File: config.mk
export PLATFORM = sky130hd
export DESIGN_NAME = chain_sequencer
export DESIGN_NICKNAME = d
export VERILOG_FILES = /design/src/pkg/chain_pkg.sv /design/src/delay_tick_timer.sv /design/src/chain_sequencer.sv
export SDC_FILE = /design/constraint.sdc
export NUM_CORES = 1
export LEC_CHECK = 0
export BUFFER_PORTS_ARGS = -buffer_cell sky130_fd_sc_hd__buf_4
export CAP_MARGIN = 20
export CORE_ASPECT_RATIO = 0.5
export CORE_MARGIN = 2
export CORE_UTILIZATION = 62
export DETAILED_ROUTE_END_ITERATION = 12
export PLACE_DENSITY = 0.86
export SLEW_MARGIN = 5
export SYNTH_ARGS = -nofsm -noshare
export SYNTH_HDL_FRONTEND = slang
export SYNTH_SLANG_ARGS = --single-unit
File: constraint.sdc
create_clock -name clk -period 10.3 [get_ports clk]
set_input_delay 2.575 -clock clk [delete_from_list [all_inputs] [get_ports clk]]
set_output_delay 2.575 -clock clk [all_outputs]
set_load 0.01 [all_outputs]
File: src/pkg/chain_pkg.sv
// Constants, field layouts and carrier types for the operation-data chain sequencer.
// Assumes one 40 MHz clock; the profile generator and entry store sit outside.
//
// Notes on behaviour
// Automatic chaining: hold stopped for entry's delay, then start its next entry.
// Finishing an entry whose link is none ends the chain and stops the motor.
// Start with servo on and ready high: drop ready, raise busy, run selected entry.
// Host: servo on, see ready, select entry, pulse start until ready falls.
// After the whole chain completes, clear busy and raise ready again.
// Continuous chaining hands over to the next entry without stopping.
// Continuous: at target, switch entry and ramp from present to new speed.
// Acceleration into the next entry uses that next entry's changing rate.
// Reverse direction in the next entry decelerates with its stopping rate.
// Final stop uses the stopping deceleration of the last executed entry.
// Reversal in continuous mode overshoots the previous target, decelerating after it.
// Link code: 0 none, 1 manual, 2 automatic, 3 continuous; resets to 0.
// Next number: -256 stop, -2 two ahead, -1 following, 0..255 explicit; reset -1.
// Delay is counted down per tick from the entry setting; next starts at zero.
// Selected entry number is latched when start is accepted.
package chain_pkg;

    localparam int ENTRY_W = 8;
    localparam int NEXT_W  = 10;
    localparam int RATE_W  = 16;
    localparam int DELAY_W = 24;

    // Delay setting is in milliseconds; one tick is one millisecond
    localparam int DELAY_TICK_NS  = 1000000;
    localparam int CLK_PERIOD_NS  = 25;
    localparam int TICK_CYCLES    = DELAY_TICK_NS / CLK_PERIOD_NS;
    localparam int TICK_W         = 16;

    typedef enum logic [1:0] {
        LINK_NONE   = 2'h0,
        LINK_MANUAL = 2'h1,
        LINK_AUTO   = 2'h2,
        LINK_CONT   = 2'h3
    } link_mode_t;

    localparam logic [NEXT_W-1:0] NEXT_STOP     = 10'h300; // -256
    localparam logic [NEXT_W-1:0] NEXT_PLUS_TWO = 10'h3fe; // -2
    localparam logic [NEXT_W-1:0] NEXT_PLUS_ONE = 10'h3ff; // -1
    localparam logic [1:0]        NEXT_STEP_ONE = 2'h1;
    localparam logic [1:0]        NEXT_STEP_TWO = 2'h2;

    // One operation data entry as the store returns it
    typedef struct packed {
        link_mode_t          link;
        logic [NEXT_W-1:0]   next_num;
        logic [DELAY_W-1:0]  delay;
        logic [RATE_W-1:0]   accel_rate;
        logic [RATE_W-1:0]   stop_rate;
        logic                reverse;
    } entry_t;

    localparam entry_t ENTRY_RESET = '{link: LINK_NONE, next_num: NEXT_PLUS_ONE,
                                       delay: '0, accel_rate: '0, stop_rate: '0,
                                       reverse: 1'b0};

    // Command to the profile generator
    typedef struct packed {
        logic                run;
        logic                launch;
        logic [ENTRY_W-1:0]  entry;
        logic [RATE_W-1:0]   rate;
        logic                decel;
    } motion_cmd_t;

    typedef enum logic [4:0] {
        ST_IDLE  = 5'h01,
        ST_FETCH = 5'h02,
        ST_MOVE  = 5'h04,
        ST_DWELL = 5'h08,
        ST_STOP  = 5'h10
    } seq_state_t;

    // Next entry number; returns valid low for a stop or out-of-range code
    function automatic logic [ENTRY_W:0] next_entry(input logic [ENTRY_W-1:0] cur,
                                                    input logic [NEXT_W-1:0]  code);
        logic [ENTRY_W:0] r;
        r = '0;
        if (code == NEXT_PLUS_ONE)
            r = {1'b1, cur + ENTRY_W'(NEXT_STEP_ONE)};
        else if (code == NEXT_PLUS_TWO)
            r = {1'b1, cur + ENTRY_W'(NEXT_STEP_TWO)};
        else if (code[NEXT_W-1:ENTRY_W] == 2'h0)
            r = {1'b1, code[ENTRY_W-1:0]};
        return r;
    endfunction

endpackage

File: src/delay_tick_timer.sv
// Completion-delay timer: divides the clock into ticks and counts a load down.
// Assumes load and value come from the sequencer in the same clock domain.
`timescale 1ns/1ps
module delay_tick_timer
    import chain_pkg::*;
(
    // Clock and reset
    input  wire logic               clk,
    input  wire logic               rst,
    input  wire logic               ce,
    // Control
    input  wire logic               load,
    input  wire logic [DELAY_W-1:0] value,
    // Status
    output logic                    expired
);

    typedef struct packed {
        logic [TICK_W-1:0]  pre;
        logic [DELAY_W-1:0] cnt;
        logic               done;
    } tmr_state_t;

    tmr_state_t s_q;
    tmr_state_t s_d;

    always_comb
    begin
        s_d = s_q;
        if (load)
        begin
            s_d.pre  = '0;
            s_d.cnt  = value;
            s_d.done = (value == '0);
        end
        else if (!s_q.done)
        begin
            if (s_q.pre == TICK_W'(TICK_CYCLES - 1))
            begin
                s_d.pre = '0;
                s_d.cnt = s_q.cnt - DELAY_W'(1);
                s_d.done = (s_q.cnt == DELAY_W'(1));
            end
            else
                s_d.pre = s_q.pre + TICK_W'(1);
        end
    end

    always_ff @(posedge clk or posedge rst)
    begin
        if (rst)
            s_q <= '{pre: '0, cnt: '0, done: 1'b1};
        else if (ce)
            s_q <= s_d;
    end

    assign expired = s_q.done;

    zero_at_end_a: assert property (@(posedge clk) disable iff (rst)
        ce && !load && s_q.done |=> s_q.cnt == '0)
        else $error("delay timer done with nonzero count");

endmodule

File: src/chain_sequencer.sv
// Operation-data chain sequencer: start handshake, automatic and continuous linking.
// Assumes the entry store answers entry_data one cycle after entry_addr and the
// profile generator reports op_done at the target (position or stop reached).
`timescale 1ns/1ps
module chain_sequencer
    import chain_pkg::*;
(
    // Clock and reset
    input  wire logic               clk,
    input  wire logic               rst,
    input  wire logic               ce,
    // Host handshake
    input  wire logic               servo_on,
    input  wire logic               start,
    input  wire logic [ENTRY_W-1:0] entry_select_inputs,
    output logic                    ready,
    output logic                    chain_busy_output,
    // Entry store
    output logic [ENTRY_W-1:0]      entry_addr,
    input  wire entry_t             entry_data,
    // Profile generator
    input  wire logic               op_done,
    input  wire logic               motor_stopped,
    output motion_cmd_t             motion_cmd
);

    // ==================================================================
    // State
    typedef struct packed {
        seq_state_t          st;
        logic [ENTRY_W-1:0]  cur;
        entry_t              ent;
        logic                have_prev;
        logic                prev_rev;
        logic                ready;
        logic                busy;
        logic                tmr_load;
        motion_cmd_t         cmd;
    } seq_t;

    seq_t s_q;
    seq_t s_d;
    logic tmr_expired;
    logic [ENTRY_W:0] nxt;

    delay_tick_timer u_timer (
        .clk     (clk),
        .rst     (rst),
        .ce      (ce),
        .load    (s_q.tmr_load),
        .value   (s_q.ent.delay),
        .expired (tmr_expired)
    );

    // ==================================================================
    // Sequencing
    always_comb
    begin
        s_d = s_q;
        nxt = next_entry(s_q.cur, s_q.ent.next_num);
        s_d.tmr_load   = 1'b0;
        s_d.cmd.launch = 1'b0;
        unique case (s_q.st)
            ST_IDLE:
            begin
                // Ready also needs servo; dropping servo holds the block idle
                s_d.ready = servo_on;
                if (start && servo_on && s_q.ready)
                begin
                    s_d.cur       = entry_select_inputs;
                    s_d.ready     = 1'b0;
                    s_d.busy      = 1'b1;
                    s_d.have_prev = 1'b0;
                    s_d.st        = ST_FETCH;
                end
            end
            ST_FETCH:
            begin
                // Entry data is valid this cycle for the address set last cycle
                s_d.ent          = entry_data;
                s_d.cmd.run      = 1'b1;
                s_d.cmd.launch   = 1'b1;
                s_d.cmd.entry    = s_q.cur;
                // Reversal after a continuous hand-over brakes on the new entry's
                // stopping rate; the motor passes the old target before turning.
                if (s_q.have_prev && (entry_data.reverse != s_q.prev_rev))
                begin
                    s_d.cmd.rate  = entry_data.stop_rate;
                    s_d.cmd.decel = 1'b1;
                end
                else
                begin
                    s_d.cmd.rate  = entry_data.accel_rate;
                    s_d.cmd.decel = 1'b0;
                end
                s_d.st = ST_MOVE;
            end
            ST_MOVE:
            begin
                if (op_done)
                begin
                    s_d.prev_rev  = s_q.ent.reverse;
                    s_d.have_prev = 1'b1;
                    if (s_q.ent.link == LINK_CONT && nxt[ENTRY_W])
                    begin
                        s_d.cur = nxt[ENTRY_W-1:0];
                        s_d.st  = ST_FETCH;
                    end
                    else if (s_q.ent.link == LINK_AUTO && nxt[ENTRY_W])
                    begin
                        s_d.cmd.run   = 1'b0;
                        s_d.cmd.rate  = s_q.ent.stop_rate;
                        s_d.cmd.decel = 1'b1;
                        s_d.have_prev = 1'b0;
                        s_d.tmr_load  = 1'b1;
                        s_d.st        = ST_DWELL;
                    end
                    else
                    begin
                        // Manual linking is handled elsewhere; here it ends the chain
                        s_d.cmd.run   = 1'b0;
                        s_d.cmd.rate  = s_q.ent.stop_rate;
                        s_d.cmd.decel = 1'b1;
                        s_d.st        = ST_STOP;
                    end
                end
            end
            ST_DWELL:
            begin
                // One cycle after load the timer reflects the new count
                if (!s_q.tmr_load && tmr_expired && motor_stopped)
                begin
                    s_d.cur = nxt[ENTRY_W-1:0];
                    s_d.st  = ST_FETCH;
                end
            end
            ST_STOP:
            begin
                if (motor_stopped)
                begin
                    s_d.busy  = 1'b0;
                    s_d.ready = servo_on;
                    s_d.st    = ST_IDLE;
                end
            end
            default:
                s_d.st = ST_IDLE;
        endcase
    end

    always_ff @(posedge clk or posedge rst)
    begin
        if (rst)
        begin
            s_q           <= '0;
            s_q.st        <= ST_IDLE;
            s_q.ent       <= ENTRY_RESET;
        end
        else if (ce)
            s_q <= s_d;
    end

    assign ready             = s_q.ready;
    assign chain_busy_output = s_q.busy;
    assign entry_addr        = s_q.cur;
    assign motion_cmd        = s_q.cmd;

    // ==================================================================
    // Checks
    start_accept_a: assert property (@(posedge clk) disable iff (rst)
        ce && s_q.st == ST_IDLE && start && servo_on && s_q.ready
        |=> !ready && chain_busy_output && entry_addr == $past(entry_select_inputs))
        else $error("start not accepted correctly");

    latch_entry_a: assert property (@(posedge clk) disable iff (rst)
        ce && s_q.st == ST_DWELL && !$changed(s_q.st) |-> $stable(entry_addr))
        else $error("entry changed while dwelling");

    dwell_wait_a: assert property (@(posedge clk) disable iff (rst)
        s_q.st == ST_DWELL && !tmr_expired |=> s_q.st != ST_FETCH)
        else $error("next entry started before delay");

    chain_end_a: assert property (@(posedge clk) disable iff (rst)
        ce && s_q.st == ST_MOVE && op_done && s_q.ent.link == LINK_NONE
        |=> s_q.st == ST_STOP && !motion_cmd.run)
        else $error("no-link entry did not stop chain");

    cont_flow_a: assert property (@(posedge clk) disable iff (rst)
        ce && s_q.st == ST_MOVE && op_done && s_q.ent.link == LINK_CONT && nxt[ENTRY_W]
        |=> motion_cmd.run && s_q.st == ST_FETCH)
        else $error("continuous link stopped motor");

    accel_rate_a: assert property (@(posedge clk) disable iff (rst)
        ce && s_q.st == ST_FETCH && !(s_q.have_prev && entry_data.reverse != s_q.prev_rev)
        |=> motion_cmd.rate == $past(entry_data.accel_rate))
        else $error("wrong changing rate");

    reverse_rate_a: assert property (@(posedge clk) disable iff (rst)
        ce && s_q.st == ST_FETCH && s_q.have_prev && entry_data.reverse != s_q.prev_rev
        |=> motion_cmd.decel && motion_cmd.rate == $past(entry_data.stop_rate))
        else $error("wrong reversal rate");

    final_stop_a: assert property (@(posedge clk) disable iff (rst)
        s_q.st == ST_STOP |-> motion_cmd.rate == s_q.ent.stop_rate)
        else $error("wrong final stop rate");

    release_a: assert property (@(posedge clk) disable iff (rst)
        ce && s_q.st == ST_STOP && motor_stopped |=> !chain_busy_output && ready == $past(servo_on))
        else $error("chain end not released");

    // A stop code in the next-number field ends the chain whatever the link says
    stop_code_a: assert property (@(posedge clk) disable iff (rst)
        ce && s_q.st == ST_MOVE && op_done && s_q.ent.next_num == NEXT_STOP
        |=> s_q.st == ST_STOP && !motion_cmd.run)
        else $error("stop code did not end chain");

    // The first dwell cycle still sees the old timer state, so it must not leave
    dwell_load_a: assert property (@(posedge clk) disable iff (rst)
        ce && s_q.st == ST_DWELL && s_q.tmr_load |=> s_q.st == ST_DWELL)
        else $error("dwell left before timer load");

    select_hold_a: assert property (@(posedge clk) disable iff (rst)
        ce && (s_q.st == ST_FETCH || s_q.st == ST_STOP) |=> $stable(entry_addr))
        else $error("entry address moved outside a chain step");

endmodule

==> results of run 1 <==
area by class of cell:
class / count / area [um^2] / share of cell area, %
Clock inverter: 15 / 190 / 2.14
Inverter: 42 / 163 / 1.83
Sequential cell: 139 / 3490 / 39.2
Clock buffer: 17 / 425 / 4.78
Tap cell: 165 / 206 / 2.32
Timing Repair Buffer: 127 / 973 / 10.9
Multi-Input combinational cell: 574 / 3450 / 38.8
worst max path at each step:
stage                        end  slack [ns]  cells after the start
3_5_place_dp     u_timer.s_q[39]        5.93                      4
6_report         u_timer.s_q[39]        6.29                      4
5_1_grt          u_timer.s_q[39]        6.14                      4
2_1_floorplan  chain_busy_output        4.02                      1
3_3_place_gp     u_timer.s_q[16]        6.01                      5
4_1_cts          u_timer.s_q[39]        6.36                      4
routing by layer:
metal  wire length [um]  vias up  track usage [%]
met1               8100     3305             38.8
met4                492        0             13.1
li1                   -     3056                -
met3               1470       61             6.62
met5                  0        -                0
met2               9720      367             53.3
critical path: stages:
cell and delay [ns]:
buf_4 0.21, nand2_2 0.37, nor2_1 0.94, nor2_1 0.16
per-stage QoR:
stage	hold slack (ns)	utilization, %
CTS	0.472	75.0
floorplan	0.442	-
global placement	0.454	69.8
detailed placement	0.460	69.8
finish	0.475	75.2
global route	0.485	75.2
cell usage after synthesis (18+ instances only):
cell	n
a211oi_1	37
clkbuf_1	43
o21ai_0	20
mux2i_1	21
buf_4	35
nand2_1	159
dfrtp_1	127
o22ai_1	24
nor2_1	60
a21o_1	18
mux2_2	23
nand3_1	19
inv_1	41
sequential cells by signal (all words and copies together) (netlist names):
signal and flops:
s_q 61, entry_addr 8, ready 1, u_timer.s_q 40, motion_cmd 27, chain_busy_output 1
u_timer.expired 1
power groups by stage:
stage          logic, mW  clock network (mW)  registers [mW]
5_1_grt            0.781               0.669            1.01
4_1_cts            0.699               0.645           0.978
6_report           0.705               0.643           0.988
3_5_place_dp       0.687                   0           0.981
2_1_floorplan      0.570                   0           0.901
3_3_place_gp       0.651                   0           0.967
kinds of logic after synthesis:
kind of cell	after synthesis	synth area share (%)
buf+inv	124	7.96
fa+ha+maj	5	0.829
xor+xnor	18	2.09
simple gates	340	21.2
flops	139	46.3
compound gates	167	15.4
mux	44	6.22
cells in the final DEF, fill, tap and decap left out, types with 5 or more instances in the layout:
cell,netlist,final
buf_4,35,126
nand2_1,159,159
and2_1,12,12
xnor2_1,14,14
inv_1,41,40
nand4_1,9,9
a21oi_1,11,11
clkbuf_16,0,17
nor3_1,16,16
ha_1,5,5
a22oi_1,14,14
dfstp_2,12,12
mux2_2,23,23
or3_1,7,7
a211oi_1,37,37
a32oi_1,5,5
and3_1,6,6
or4_1,8,8
o22ai_1,24,24
nor2_1,60,60
nand3_1,19,19
inv_6,0,5
a21o_1,18,18
nor4_1,16,16
a31oi_1,12,12
o21ai_0,20,20
mux2i_1,21,21
dfrtp_1,127,127
==> metrics.md, run 1 <==
| Metric | Value |
|---|---|
| Final GP Congestion | `0.830` |
| DRT antenna net count | `0` |
| Synthesized Nets | `926` |
| Power share of the combinational group | `30.2%` |
| Detail Placement HPWL | `12700 um` |
| Critical path class | `input pin to flop` |
| Worst-Skew Late Latency | `about 0.42 ns` |
| IO Pins | `121` |
| Diode count | `0` |
| PD cells | `262 nW/um^2` |
| Hold WC Path Type | `flop to flop` |
| # nets final | `between 900 and 1000` |
| Synth cell types | `64` |
| R2R Setup Slk | `7.30 ns` |
| Tcrit/Tclk final | `39.0%` |
| Ys Warns | `0` |
| # rows | `28` |
| Routed WL | `19800 um` |
| Seq/Total Area, Yosys | `46.3%` |
| Final period demand of the worst path | `4.01 ns` |
| Final setup TNS | `0 ns` |
| Hold path depth | `2` |
| Vias in the first global route | `approximately 6500` |
| End of the worst hold path | `s_q[93]` |
| End of the worst register-to-register path | `u_timer.s_q[39]` |
| Core area | `11800 um^2` |
| First-pass GRT wire length | `32300 um` |
| Post-CTS setup buffers | `0` |
| Share of synthesized registers carrying an async set or reset | `100%` |
| Total GRT Usage | `30.9%` |
| Total CTS buffers | `17` |
| Routed via count | `between 6000 and 7000` |
| Synth Flop Type | `dfrtp_1` |
| CTS resizes | `0` |
| Vias per cell | `6.29` |
| Power Total | `2.34 mW` |
| Yosys reg bits | `139` |
| CTS root buf | `clkbuf_16` |
| Worst-case vdd ir drop | `0.150 mV` |
| Setup crit start | `ce` |
| Fillcell total | `809` |
| Share of post-route cells with drive strength above 1 | `22.5%` |
| 1st-pass router iterations | `7` |
| Clk slew on worst S/H paths | `~0.060 ns` |
| R2r startpoint | `u_timer.s_q[25]` |
| Grt total ovfl | `0` |
| Max-slew violations | `0` |
| Worst Max-Slew Pin Slew | `between 1 and 1.5 ns` |
| Top cell type's share of synthesized area | `42.1%` |
| Reg2Reg Depth | `7` |
| Area delta synth->final | `18.0%` |
| CP endpoint kind | `flop` |
| Setup WS pre-CTS | `5.93 ns` |
| Worst setup margin | `6.29 ns` |
| Clock Path Buffers | `2` |
| Placed insts | `1046` |
| Fmax | `249 MHz` |
| I/O Buffers | `120` |
| Initial Util | `63.7%` |
| Critical Path Fanout Max | `27` |
| Worst slew margin | `29.6%` |
| Clock sinks | `139` |
| NetSw | `~0.85 mW` |
| Clock network fraction of total power | `27.5%` |
| Source of the worst hold timing path | `s_q[93]` |
| Post-Place Cell Area | `around 8300 um^2` |
| Max Cap Viol | `0` |
| DIE AREA | `13100 um^2` |
| Worst path arrival time | `4.26 ns` |
| DR DRC count | `0` |
| H-tree depth | `4` |
| Avg Cell Area, Syn | `9.02 um^2` |
| Post-synth EDFFs | `0` |
| Status | `complete, no violations` |
| WL/cell | `about 18 um` |
| Critical Path Source Type | `input pin` |
| Cell taking the most area after synthesis | `dfrtp_1` |
| LEAKAGE | `between 4 and 5 nW` |
| Sequential power share | `42.3%` |
| Internal Power | `about 1.5 mW` |
| RSZ-0062 raised after global routing | `no` |
| Top post-synthesis cells by area | `dfrtp_1 42%, nand2_1 7.9%, dfstp_2 4.2%, a211oi_1 3.7%, buf_4 3.5%` |
| # setup viols final | `0` |
| WP data required | `10.55 ns` |
| Starting DRT DRC Count | `~600` |
| Final Skew | `around 0.0058 ns` |
| Hold Buf Count CTS | `0` |
| CTS tree | `built` |
| Final Hold Vio Count | `0` |
| Largest net degree at the start of global routing | `between 70 and 80` |
| Mapped cell area | `7550 um^2` |
| Design area | `8910 um^2` |
| Die Ht | `~82 um` |
| Post-Layout Cell Count | `1079` |
| Synth Instances | `837` |
| Switching power share of the total | `36.2%` |
| Antenna violations before repair | `0` |
| Die span in x | `160 um` |
Note: power is estimated with default switching activity, not from simulation.
==> run 2, diff against run 1 <==
--- a/config.mk
+++ b/config.mk
@@ -9,9 +9,9 @@
 export CAP_MARGIN = 20
 export CORE_ASPECT_RATIO = 0.5
 export CORE_MARGIN = 2
-export CORE_UTILIZATION = 62
+export CORE_UTILIZATION = 52
 export DETAILED_ROUTE_END_ITERATION = 12
-export PLACE_DENSITY = 0.86
+export PLACE_DENSITY = 0.77
 export SLEW_MARGIN = 5
 export SYNTH_ARGS = -nofsm -noshare
 export SYNTH_HDL_FRONTEND = slang
==> constraint.sdc (replaced) <==
create_clock -name clk -period 3.35 [get_ports clk]
set_input_delay 0.8375 -clock clk [delete_from_list [all_inputs] [get_ports clk]]
set_output_delay 0.8375 -clock clk [all_outputs]
set_load 0.01 [all_outputs]
==> run 2 against run 1 <==
Net effect: first-iteration DRC count shrank 5.8%; register-to-register slack lost 6.7 ns; via count is 4.8% lower; clock skew grew 0.0040 ns; design area increased by 0.90%; clock power rose to 3.2 times the previous value; sequential share of layout area is 0.35 points lower; sequential power grew to 3.0 times the previous value; core utilization decreased by 12 points.
==> metrics.md, run 2 (same netlist as run 1, synthesis figures left out) <==
| Metric | Value |
|---|---|
| PD cells | `about 800 nW/um^2` |
| R2R Setup Slk | `0.64 ns` |
| Post-Layout Cell Count | `1114` |
| Share of post-route cells with drive strength above 1 | `22.6%` |
| WP data required | `3.64 ns` |
| Clk slew on worst S/H paths | `0.06 ns` |
| WL/cell | `16.6 um` |
| Number of flip-flops in the largest register | `61` |
| Max-slew violations | `0` |
| Worst slew margin | `34.3%` |
| Met2 Usage GRT | `41.2%` |
| Final Hold Vio Count | `0` |
| 1st-pass router iterations | `5` |
| LEAKAGE | `4.28 nW` |
| Detail Placement HPWL | `between 10000 and 15000 um` |
| Post-Place Cell Area | `8340 um^2` |
| Initial Util | `52.7%` |
| Placed insts | `1082` |
| Worst path arrival time | `about 3 ns` |
| # setup viols final | `0` |
| Hold WC Path Type | `flop to flop` |
| Final GP Congestion | `0.898` |
| Register area | `between 3000 and 4000 um^2` |
| Status | `complete, no violations` |
| Die span in x | `between 150 and 200 um` |
| Diode count | `0` |
| Top Usage Layer GRT | `met2` |
| Grt total ovfl | `0` |
| RSZ-0062 raised after global routing | `no` |
| Routed via count | `6464` |
| Vias per cell | `5.80` |
| CP max stage delay | `0.68 ns` |
| Largest net degree at the start of global routing | `140` |
| Routed WL | `18500 um` |
| Max Cap Viol | `0` |
| Reg2Reg Depth | `7` |
| Most common cell after layout, fill and taps aside | `nand2_1` |
| Design area | `8990 um^2` |
| Met1 Usage GRT | `33.0%` |
| H-tree depth | `4` |
| Starting DRT DRC Count | `573` |
| Top reg by flops | `s_q` |
| Total GRT Usage | `between 20% and 30%` |
| Worst Max-Slew Pin Slew | `between 0.9 and 1 ns` |
| Final Skew | `0.00982 ns` |
| IO Pins | `around 120` |
| Clock sinks | `139` |
| DIE AREA | `between 15000 and 20000 um^2` |
| Core area | `14300 um^2` |
| Critical Path Fanout Max | `5` |
| Worst-Skew Late Latency | `0.42 ns` |
| # rows | `31` |
| DRT antenna net count | `0` |
| Final period demand of the worst path | `about 2.7 ns` |
| R2r startpoint | `u_timer.s_q[1]` |
| Fmax | `369 MHz` |
| Source of the worst hold timing path | `s_q[96]` |
| I/O Buffers | `120` |
| Fillcell total | `1175` |
| Vias in the first global route | `6021` |
| GR Util met3 | `roughly 5%` |
| Die Ht | `around 90 um` |
| Total CTS buffers | `17` |
| Hold path depth | `2` |
| First-pass GRT wire length | `30600 um` |
| Crit path cell chain | `inv_1, ha_1, or4b_2, nor4_1, nand2_1, a211oi_1, o22ai_1` |
| Worst-case vdd ir drop | `0.412 mV` |
| Antenna violations before repair | `0` |
| End of the worst hold path | `s_q[96]` |
| End of the worst register-to-register path | `u_timer.s_q[19]` |
| CTS resizes | `0` |
| Most frequent cells in the layout | `159 x nand2_1, 128 x buf_4, 127 x dfrtp_1` |
| Critical path class | `flop to flop` |
| Critical Path Source Type | `flop` |
| CTS root buf | `clkbuf_16` |
| Final setup TNS | `0 ns` |
| Post-CTS setup buffers | `0` |
| Critical-path top delay cell | `nor4_1` |
| Critical path's top delay family | `simple AND/OR/NAND/NOR gates` |
| Power Total | `7.18 mW` |
| Area delta synth->final | `19.0%` |
| WP buf/inv | `1` |
| CTS tree | `built` |
| Clock Path Buffers | `2` |
| CP endpoint kind | `flop` |
| DR DRC count | `0` |
| Tcrit/Tclk final | `80.9%` |
| # nets final | `992` |
| Hold Buf Count CTS | `0` |
| Multi-input gate area | `between 3000 and 4000 um^2` |
-- run 2: per-stage QoR --
stage	worst slack [ns]	hold slack (ns)	utilization, %
finish	0.639	0.472	62.8
global route	0.401	0.489	62.8
CTS	0.649	0.469	62.8
detailed placement	0.671	0.459	58.3
global placement	0.824	0.455	58.3
floorplan	0.787	0.442	-
-- run 2: area by class of cell --
type	instances	share of cell area, %
well taps	198	2.76
clock inverters	10	1.82
flip-flops and latches	139	38.9
clock buffers	22	5.39
inverters	42	1.80
multi-input cells	574	38.4
repair buffers	129	10.9
-- run 2: worst max path at each step --
stage	start	endpoint	slack (ns)	cells past startpoint
CTS	u_timer.s_q[1]	u_timer.s_q[19]	0.65	7
floorplan	rst	chain_busy_output	0.79	1
global route	u_timer.s_q[1]	u_timer.s_q[19]	0.40	7
global placement	u_timer.s_q[1]	u_timer.s_q[19]	0.82	7
finish	u_timer.s_q[1]	u_timer.s_q[19]	0.64	7
detailed placement	u_timer.s_q[1]	u_timer.s_q[19]	0.67	7
-- run 2: worst register-to-register path, cell delays in order (launching register included) --
cell      delay [ns]
dfrtp_1         0.40
inv_1           0.12
ha_1            0.22
or4b_2          0.64
nor4_1          0.68
nand2_1         0.12
a211oi_1        0.29
o22ai_1         0.12
-- run 2: metal layers --
layer / up-vias / wire [um]
met5: - / 0
met4: 0 / 280
met3: 35 / 1120
met2: 205 / 8780
met1: 3175 / 8350
li1: 3049 / -
-- run 2: power breakdown --
part | switching, mW | internal (mW)
registers | 0.613 | 2.39
logic | 1.11 | 1.00
clock network | 0.741 | 1.33
total | 2.46 | 4.72
